===== config.mk =====
export PLATFORM = sky130hd
export DESIGN_NAME = ebrg_arbiter
export DESIGN_NICKNAME = d
export VERILOG_FILES = /design/src/rtl/ebrg_pkg.sv /design/src/rtl/ebrg_core_if.sv /design/src/rtl/ebrg_sync.sv /design/src/rtl/ebrg_arbiter.sv
export SDC_FILE = /design/constraint.sdc
export NUM_CORES = 1
export LEC_CHECK = 0
export BUFFER_PORTS_ARGS = -buffer_cell sky130_fd_sc_hd__buf_2
export CAP_MARGIN = 30
export CORE_ASPECT_RATIO = 2
export CORE_MARGIN = 1.5
export CORE_UTILIZATION = 40
export DETAILED_ROUTE_END_ITERATION = 16
export GPL_ROUTABILITY_DRIVEN = 0
export PLACE_DENSITY = 0.64
export SETUP_SLACK_MARGIN = 0.1
export SYNTH_ARGS = -nofsm -noshare
export SYNTH_HDL_FRONTEND = slang
export SYNTH_SLANG_ARGS = --single-unit

===== constraint.sdc =====
create_clock -name clk_in -period 1.7 [get_ports clk_in]
set_input_delay 0.425 -clock clk_in [delete_from_list [all_inputs] [get_ports clk_in]]
set_output_delay 0.425 -clock clk_in [all_outputs]
set_load 0.05 [all_outputs]

===== src/rtl/ebrg_pkg.sv =====
// Contract
// - Request with no access in progress floats bus, selects, strobes next cycle.
// - Grant asserts on release; execution halts unless run-on mode set.
// - Run-on mode keeps executing until an external access is needed.
// - Request during access waits until the cycle after access completes.
// - Grant may fall between two accesses of one instruction.
// - Request release drops grant, re-enables drivers, resumes execution.
// - Requests honoured always, including boot and while reset active.
// - Grant-hang asserts while granted and an external access is pending.
// - After release, grant and grant-hang drop, then pending access runs.
// - Emulator enable selects emulator request, grant, reset; floats normal grant.
package ebrg_pkg;
  // ---------------------------------------------------------------
  // Synchroniser and reset values
  // ---------------------------------------------------------------
  localparam int EBRG_SYNC_STAGES = 2;
  localparam logic EBRG_RST_GRANT_N = 1'b1;
  localparam logic EBRG_RST_HANG_N = 1'b1;
  localparam logic EBRG_RST_DRIVE = 1'b1;
  localparam logic EBRG_RST_OE = 1'b1;
  localparam logic EBRG_RST_HALT = 1'b0;
  localparam logic EBRG_RST_CORE_N = 1'b0;
  // Sync idle levels: requests and emulator enable off, chip resets held
  localparam logic [4:0] EBRG_RST_SYNC = 5'h13;
endpackage


===== src/rtl/ebrg_core_if.sv =====
`timescale 1ns/1ps
`default_nettype none
// ---------------------------------------------------------------
// Synchronised request levels between top and synchroniser
// ---------------------------------------------------------------
interface ebrg_core_if;
  logic bus_request_n;
  logic emu_bus_request_n;
  logic emu_reset_n;
  logic reset_n;
  logic emulator_enable;
  modport sync (output bus_request_n, emu_bus_request_n, emu_reset_n,
    reset_n, emulator_enable);
  modport core (input bus_request_n, emu_bus_request_n, emu_reset_n,
    reset_n, emulator_enable);
endinterface
`default_nettype wire


===== src/rtl/ebrg_sync.sv =====
`timescale 1ns/1ps
`default_nettype none
module ebrg_sync import ebrg_pkg::*; (
  input wire logic clk_in,
  input wire logic arst_n_in,
  input wire logic [4:0] raw_in,
  ebrg_core_if.sync sync_if
);
  typedef struct packed {
    logic [4:0] meta;
    logic [4:0] stable;
  } ebrg_sync_t;
  ebrg_sync_t state;
  ebrg_sync_t next_state;
  always_comb begin
    next_state = state;
    next_state.meta = raw_in;
    next_state.stable = state.meta;
  end
  always_ff @(posedge clk_in or negedge arst_n_in) begin
    if (!arst_n_in) begin
      state <= '{meta: EBRG_RST_SYNC, stable: EBRG_RST_SYNC};
    end else begin
      state <= next_state;
    end
  end
  assign sync_if.bus_request_n = state.stable[0];
  assign sync_if.emu_bus_request_n = state.stable[1];
  assign sync_if.emu_reset_n = state.stable[2];
  assign sync_if.reset_n = state.stable[3];
  assign sync_if.emulator_enable = ~state.stable[4];
endmodule // ebrg_sync
`default_nettype wire


===== src/rtl/ebrg_arbiter.sv =====
`timescale 1ns/1ps
`default_nettype none
module ebrg_arbiter import ebrg_pkg::*; (
  input wire logic clk_in,
  input wire logic arst_n_in,
  input wire logic bus_request_n_in,
  input wire logic emu_bus_request_n_in,
  input wire logic emulator_enable_n_in,
  input wire logic reset_n_in,
  input wire logic emu_reset_n_in,
  input wire logic run_on_mode_in,
  input wire logic ext_access_busy_in,
  input wire logic ext_access_done_in,
  input wire logic ext_access_need_in,
  input wire logic byte_memory_dma_access_need_in,
  output logic bus_grant_n_out,
  output logic bus_grant_oe_out,
  output logic emu_bus_grant_n_out,
  output logic grant_hang_n_out,
  output logic mem_drive_en_out,
  output logic core_halt_out,
  output logic core_reset_n_out
);
  // ---------------------------------------------------------------
  // State
  // ---------------------------------------------------------------
  typedef enum {EBRG_OWNED, EBRG_GRANTED} ebrg_mode_t;
  typedef struct packed {
    ebrg_mode_t mode;
    logic grant_n;
    logic grant_oe;
    logic emu_grant_n;
    logic hang_n;
    logic drive;
    logic halt;
    logic rst_n;
  } ebrg_state_t;
  ebrg_state_t state;
  ebrg_state_t next_state;
  ebrg_core_if sig_if ();
  logic req;
  logic access_live;
  logic need;

  ebrg_sync u_sync (
    .clk_in(clk_in),
    .arst_n_in(arst_n_in),
    .raw_in({emulator_enable_n_in, reset_n_in, emu_reset_n_in,
      emu_bus_request_n_in, bus_request_n_in}),
    .sync_if(sig_if.sync)
  );

  // ---------------------------------------------------------------
  // Request source and grant decision
  // ---------------------------------------------------------------
  always_comb begin
    req = sig_if.emulator_enable ? !sig_if.emu_bus_request_n
      : !sig_if.bus_request_n;
    // Access still running unless it finishes this cycle
    access_live = ext_access_busy_in && !ext_access_done_in;
    need = ext_access_need_in || byte_memory_dma_access_need_in;
    next_state = state;
    next_state.rst_n = sig_if.emulator_enable ? sig_if.emu_reset_n
      : sig_if.reset_n;
    case (state.mode)
      EBRG_OWNED: begin
        // Reset does not gate this path
        if (req && !access_live) begin
          next_state.mode = EBRG_GRANTED;
          next_state.drive = 1'b0;
          next_state.halt = !run_on_mode_in;
        end
      end
      EBRG_GRANTED: begin
        if (!req) begin
          next_state.mode = EBRG_OWNED;
          next_state.drive = 1'b1;
          next_state.halt = 1'b0;
        end else begin
          next_state.halt = !run_on_mode_in || need;
        end
      end
      default: begin
        next_state.mode = EBRG_OWNED;
      end
    endcase
    next_state.grant_n = !(next_state.mode == EBRG_GRANTED) ||
      sig_if.emulator_enable;
    next_state.emu_grant_n = !(next_state.mode == EBRG_GRANTED) ||
      !sig_if.emulator_enable;
    next_state.grant_oe = !sig_if.emulator_enable;
    next_state.hang_n = !(next_state.mode == EBRG_GRANTED && need);
  end

  always_ff @(posedge clk_in or negedge arst_n_in) begin
    if (!arst_n_in) begin
      state <= '{mode: EBRG_OWNED, grant_n: EBRG_RST_GRANT_N,
        grant_oe: EBRG_RST_OE, emu_grant_n: EBRG_RST_GRANT_N,
        hang_n: EBRG_RST_HANG_N, drive: EBRG_RST_DRIVE,
        halt: EBRG_RST_HALT, rst_n: EBRG_RST_CORE_N};
    end else begin
      state <= next_state;
    end
  end

  assign bus_grant_n_out = state.grant_n;
  assign bus_grant_oe_out = state.grant_oe;
  assign emu_bus_grant_n_out = state.emu_grant_n;
  assign grant_hang_n_out = state.hang_n;
  assign mem_drive_en_out = state.drive;
  assign core_halt_out = state.halt;
  assign core_reset_n_out = state.rst_n;
endmodule // ebrg_arbiter
`default_nettype wire


==> summary.txt, run 1 <==
Final layout
  – FF/Latch Area: 0.00124 mm^2
  – Share of layout cells above drive strength 1: 0.365
  – Area of the multi-input gates: 359 um^2
  – Fillers: 327
  – Ant diodes: 0
  – Final Non-Filler Cells: 186
  – Design area: 0.00187 mm^2
  – Post-layout nets: 148
  – Layout overhead on the synthesized area: 26.8%
  – Fin util: 0.524

Placement
  – Area after DPL: 0.00175 mm^2
  – Port Buf Inserts: 18
  – Half-perimeter wire length after placement: 1380 um
  – Placed Instances: 177

Run status
  – Outcome: finished clean

Min path
  – Hold WC Path Type: in -> async

Floorplan
  – Die area: 0.00408 mm^2
  – Core area: 0.00357 mm^2
  – # rows: 31
  – Die height: 88.8 um
  – Die width: 45.9 um
  – Starting Density: 0.413
  – Ports: 19

Setup path
  – Max Fanout on Critical Path: 3
  – Slowest stage cell, crit path: dfstp_2
  – Crit-path leading delay family: flip-flops
  – Crit path required time: 1.27 ns
  – FF-to-FF setup slack: 0.17 ns
  – CP Buf/Inv Count: 1
  – Setup crit end kind: output port
  – Slowest stage delay, CP: 0.55 ns
  – Cells along the critical path: buf_2
  – Crit start category: register
  – Worst reg2reg path endpoint: emu_bus_grant_n_out
  – R2R depth: 5
  – Crit Path Category: reg -> out
  – Worst r2r src: u_sync.state[4]
  – Worst EP arrival: 1.10 ns

Synth
  – Seq cells post-synth: 49
  – Post-Syn Instances: 78
  – Distinct cells, synth: 23
  – Post-Syn Area: 0.00147 mm^2
  – Register area share after synthesis: 0.841
  – Syn_area_per_cell: 18.9 um^2
  – YS warnings: 0

CTS
  – Clock transition at the registers of the reported paths: 0.08 ns
  – Root buf cell: clkbuf_8
  – Max clock buf depth: 2
  – Clk_lat worst skew: 0.29 ns
  – TritonCTS Buffers: 5
  – Sinks on Clock Net: 49
  – Hold buffers post-CTS: 0
  – TritonCTS clock tree: built
  – H-tree levels: 2

Route
  – 1st-iter DRT viols: 3
  – Post-DRT Antenna Nets: 0
  – DR DRC count: 0
  – Routed vias: 744
  – Vias/cell: 4.00
  – Wire per inst: 9.98 um
  – Wirelength, routed: 1860 um
  – First drt pass iteration count: 4

Timing
  – Final setup viols: 0
  – Tcrit/Tclk final: 0.900
  – RSZ-0062 raised after global routing: true
  – Clock skew: 0.00924 ns
  – Fin. max-slew vios: 0
  – Slew headroom: 0.663
  – Setup TNS: 0 ns
  – Worst slew pin tran: 0.505 ns
  – Final min period: 1.53 ns
  – Fmax: 654 MHz
  – Hold Vio Cnt, Final: 0

Global route
  – Overall routing resource usage: 0.107
  – Pin count of the biggest net entering global routing: 25
  – Vias in the first global route: 746
  – Grt total ovfl: 0
  – First-pass GRT wire length: 2980 um
  – Initial antenna violation count: 0

Run
  – Maxcap violations: 0

Pwr
  – Pwr/cell area: 1070 mW/mm^2
  – Leak pwr: 0.860 nW
  – Worst IR Drop VDD: 0.000632 V
cells in the final DEF, fill, tap and decap left out, drive strengths merged:
cell type / Yosys / layout
o31a: 1 / 1
nand4: 2 / 2
a21o: 1 / 1
nor3: 3 / 3
a21oi: 1 / 1
nand2b: 1 / 1
or2b: 1 / 1
or2: 1 / 1
clkbuf: 0 / 6
clkinv: 0 / 2
dfstp: 11 / 11
nor4: 7 / 7
o21ai: 4 / 4
mux2i: 1 / 1
mux2: 1 / 1
buf: 0 / 21
conb: 1 / 31
dfrtp: 38 / 38
o31ai: 1 / 1
nand2: 2 / 2
o22a: 1 / 1
per-stage QoR:
step	hold WS [ns]	total power [mW]	worst slack, ns
6_report	0.0932	2.00	0.171
5_1_grt	0.118	2.11	0.0665
4_1_cts	0.0989	2.03	0.119
3_5_place_dp	0.336	1.35	0.0479
3_3_place_gp	0.334	1.34	0.107
2_1_floorplan	0.129	1.30	0.317
logic make-up (layout without fill, tap and decap cells):
logic type / count (synthesis) / after routing / share of synthesized area
other: 1 / 31 / 0.00254
and+or+nand+nor: 17 / 17 / 0.103
muxes: 2 / 2 / 0.0144
AOI/OAI and AO/OA: 9 / 9 / 0.0390
buffers and inverters: 0 / 29 / 0
DFF: 49 / 49 / 0.841
registers in the layout, indices dropped and copies added (netlist names):
| register | cells |
|---|---|
| bus_grant_n_out | 1 |
| bus_grant_oe_out | 1 |
| core_halt_out | 1 |
| core_reset_n_out | 1 |
| emu_bus_grant_n_out | 1 |
| grant_hang_n_out | 1 |
| mem_drive_en_out | 1 |
| state | 32 |
| u_sync.next_state | 5 |
| u_sync.state | 1 |
| u_sync.sync_if.bus_request_n | 1 |
| u_sync.sync_if.emu_bus_request_n | 1 |
| u_sync.sync_if.emu_reset_n | 1 |
| u_sync.sync_if.reset_n | 1 |
worst max path at each step:
stage / from / endpoint / cells after the start
4_1_cts: u_sync.state[4] / grant_hang_n_out / 4
5_1_grt: state[32] / mem_drive_en_out / 4
2_1_floorplan: u_sync.state[4] / mem_drive_en_out / 4
3_3_place_gp: u_sync.state[4] / grant_hang_n_out / 4
6_report: mem_drive_en_out / mem_drive_en_out / 1
3_5_place_dp: u_sync.state[4] / grant_hang_n_out / 4
cells in the mapped netlist, drive strengths merged:
library cell,count,share of area
o31a,1,0.0059
nor3,3,0.014
conb,1,0.0025
a21oi,1,0.0034
mux2,1,0.0076
nand2,2,0.0051
a21o,1,0.0051
o31ai,1,0.0051
or2b,1,0.0059
nor4,7,0.057
o22a,1,0.0059
o21ai,4,0.014
nand4,2,0.013
dfrtp,38,0.65
dfstp,11,0.20
mux2i,1,0.0068
or2,1,0.0042
nand2b,1,0.0042
final cells by class:
cell class                 count  area share
tap                           49      0.0328
timing repair buffer          21      0.0602
multi-input combinational     59       0.192
sequential                    49       0.663
clock buffer                   6      0.0442
clock inverter                 2     0.00736
power breakdown:
part	leakage, nW	internal [mW]	total, mW	switching, mW
clock network	0.0512	0.329	0.672	0.343
registers	0.563	1.22	1.25	0.0233
logic	0.246	0.0273	0.0801	0.0528
total	0.860	1.58	2.00	0.419
routing by layer:
metal	vias to the layer above	global-route usage	part of all wire
met4	0	0.0701	0.020
met5	-	0	0
met2	14	0.188	0.59
li1	356	-	-
met3	4	0.0367	0.031
met1	370	0.0955	0.36
repair_timing:
| item | in CTS | in global routing |
|---|---|---|
| resized for setup | 1 | 1 |
| pin swaps | 1 | 2 |
| endpoints found under the setup margin | 3 | 4 |
| buffers inserted | 0 | 1 |
No activity file was read; power rests on OpenSTA's default activity.
==> inputs of run 2 (changes only) <==
--- a/config.mk
+++ b/config.mk
@@ -7,7 +7,7 @@
 export LEC_CHECK = 0
 export BUFFER_PORTS_ARGS = -buffer_cell sky130_fd_sc_hd__buf_2
 export CAP_MARGIN = 30
-export CORE_ASPECT_RATIO = 2
+export CORE_ASPECT_RATIO = 0.6
 export CORE_MARGIN = 1.5
 export CORE_UTILIZATION = 40
 export DETAILED_ROUTE_END_ITERATION = 16
==> run 2 against run 1 <==
Count of clock-buffer cells in the layout increased by 1. Via count down 3.2%. Sequential cell count stayed put. Cell count down 2.7%. Critical endpoint unchanged.
==> summary.txt, run 2 (synthesis results as in run 1) <==
Route
  – DR DRC count: 0
  – Wire per inst: 10.4 um
  – 1st-iter DRT viols: 46
  – First drt pass iteration count: 3
  – Post-DRT Antenna Nets: 0
  – Routed vias: 720
  – Wirelength, routed: 1880 um
  – Vias/cell: 3.98

Setup path
  – R2R depth: 5
  – Worst reg2reg path endpoint: core_halt_out
  – Crit Path Category: reg -> out
  – Worst setup endpoint: mem_drive_en_out
  – CP Buf/Inv Count: 1
  – Max Fanout on Critical Path: 3
  – Slowest stage cell, crit path: dfstp_2
  – Crit start category: register
  – Crit path required time: 1.27 ns
  – Critical Path Source: mem_drive_en_out
  – Worst EP arrival: 1.12 ns
  – Setup crit end kind: output port
  – Slowest stage delay, CP: 0.56 ns
  – FF-to-FF setup slack: 0.19 ns
  – Cells along the critical path: buf_2
  – Crit-path leading delay family: flip-flops
  – Cell depth of the worst setup path: 1
  – Worst r2r src: state[32]

Placement
  – Port Buf Inserts: 18
  – Half-perimeter wire length after placement: 1350 um
  – Area after DPL: 0.00175 mm^2

Floorplan
  – Die area: 0.00407 mm^2
  – Ports: 19
  – Starting Density: 0.436
  – Die height: 50.0 um
  – Core area: 0.00338 mm^2
  – # rows: 16
  – Die width: 81.4 um

Timing
  – Tcrit/Tclk final: 0.911
  – Setup TNS: 0 ns
  – Final setup viols: 0
  – Hold Vio Cnt, Final: 0
  – RSZ-0062 raised after global routing: true
  – Fin. max-slew vios: 0
  – Final min period: 1.55 ns
  – Clock skew: 0.00766 ns
  – Fmax: 645 MHz
  – Hold slack: 0.0134 ns

Run status
  – Outcome: finished clean

Pwr
  – Pwr/cell area: 1080 mW/mm^2
  – Internal power: 1.62 mW
  – Psw: 418 uW
  – Gate power share: 0.040
  – Switching Share: 0.205
  – Sequential Power Share: 0.613
  – Leak pwr: 0.863 nW
  – Clock power share: 0.347
  – Worst IR Drop VDD: 0.000579 V

CTS
  – Max clock buf depth: 2
  – Sinks on Clock Net: 49
  – TritonCTS Buffers: 5
  – H-tree levels: 2
  – TritonCTS clock tree: built
  – Root buf cell: clkbuf_8
  – Clock transition at the registers of the reported paths: 0.08 ns
  – Clk_lat worst skew: 0.30 ns

Global route
  – First-pass GRT wire length: 3230 um
  – Grt total ovfl: 0
  – Overall routing resource usage: 0.120
  – Pin count of the biggest net entering global routing: 37
  – Vias in the first global route: 738
  – Initial antenna violation count: 0

Final layout
  – Commonest non-fill, non-tap cell in the layout: dfrtp_1
  – Fillers: 282
  – Design area: 0.00188 mm^2
  – Reg with most FFs: state
  – Post-layout nets: 147
  – Most frequent cells in the layout: dfrtp_1, conb_1, buf_2, dfstp_2, clkbuf_8
  – Share of layout cells above drive strength 1: 0.360
  – Ant diodes: 0
  – Max reg flops: 32
  – Layout overhead on the synthesized area: 27.8%

Run
  – Maxcap violations: 0

Min path
  – Hold WC Path Type: in -> async
## run 2: worst min-delay path by stage
stage | endpoint | slack [ns] | cells past startpoint
floorplan | core_halt_out | 0.13 | 0
global placement | core_halt_out | 0.34 | 1
detailed placement | u_sync.sync_if.reset_n | 0.34 | 0
CTS | state[7] | 0.02 | 1
global route | core_halt_out | 0.03 | 1
finish | core_halt_out | 0.01 | 1
## run 2: what timing repair did
action | in CTS | in global routing
pin swaps | 1 | 2
gates resized for setup | 0 | 3
endpoints found under the hold margin | 0 | 0
setup buffers | 0 | 1
endpoints found under the setup margin | 1 | 5
gates cloned | 0 | 0
hold buffers | 0 | 0
## run 2: metrics by stage
stage	setup WS (ns)	instances	power [mW]	utilization
final	0.151	181	2.04	0.557
after global routing	0.0733	181	2.14	0.557
after CTS	0.103	180	2.06	0.548
after detailed placement	0.121	172	1.35	0.518
after global placement	0.149	172	1.34	0.518
after floorplan	0.317	108	1.30	-
## run 2: area by class of cell
| type | instances | area [um^2] | area share |
|---|---|---|---|
| clock buffers | 7 | 96.3 | 0.0512 |
| clock inverters | 1 | 5.00 | 0.00266 |
| multi-input cells | 59 | 368 | 0.195 |
| flip-flops and latches | 49 | 1240 | 0.658 |
| well taps | 45 | 56.3 | 0.0299 |
| repair buffers | 20 | 118 | 0.0625 |
## run 2: power by group through the flow
stage	Clock (mW)	Sequential [mW]	Combinational, mW
6_report	0.708	1.25	0.0824
5_1_grt	0.786	1.26	0.0970
4_1_cts	0.738	1.25	0.0799
3_5_place_dp	0	1.27	0.0797
3_3_place_gp	0	1.27	0.0779
2_1_floorplan	0	1.28	0.0227
## run 2: routing by layer
layer	wire, um	part of all wire	global-route usage	up-vias
met3	121	0.064	0.0611	5
met4	44	0.023	0.0862	0
met5	0	0	0	-
met2	850	0.45	0.161	16
li1	-	-	-	355
met1	858	0.46	0.146	344
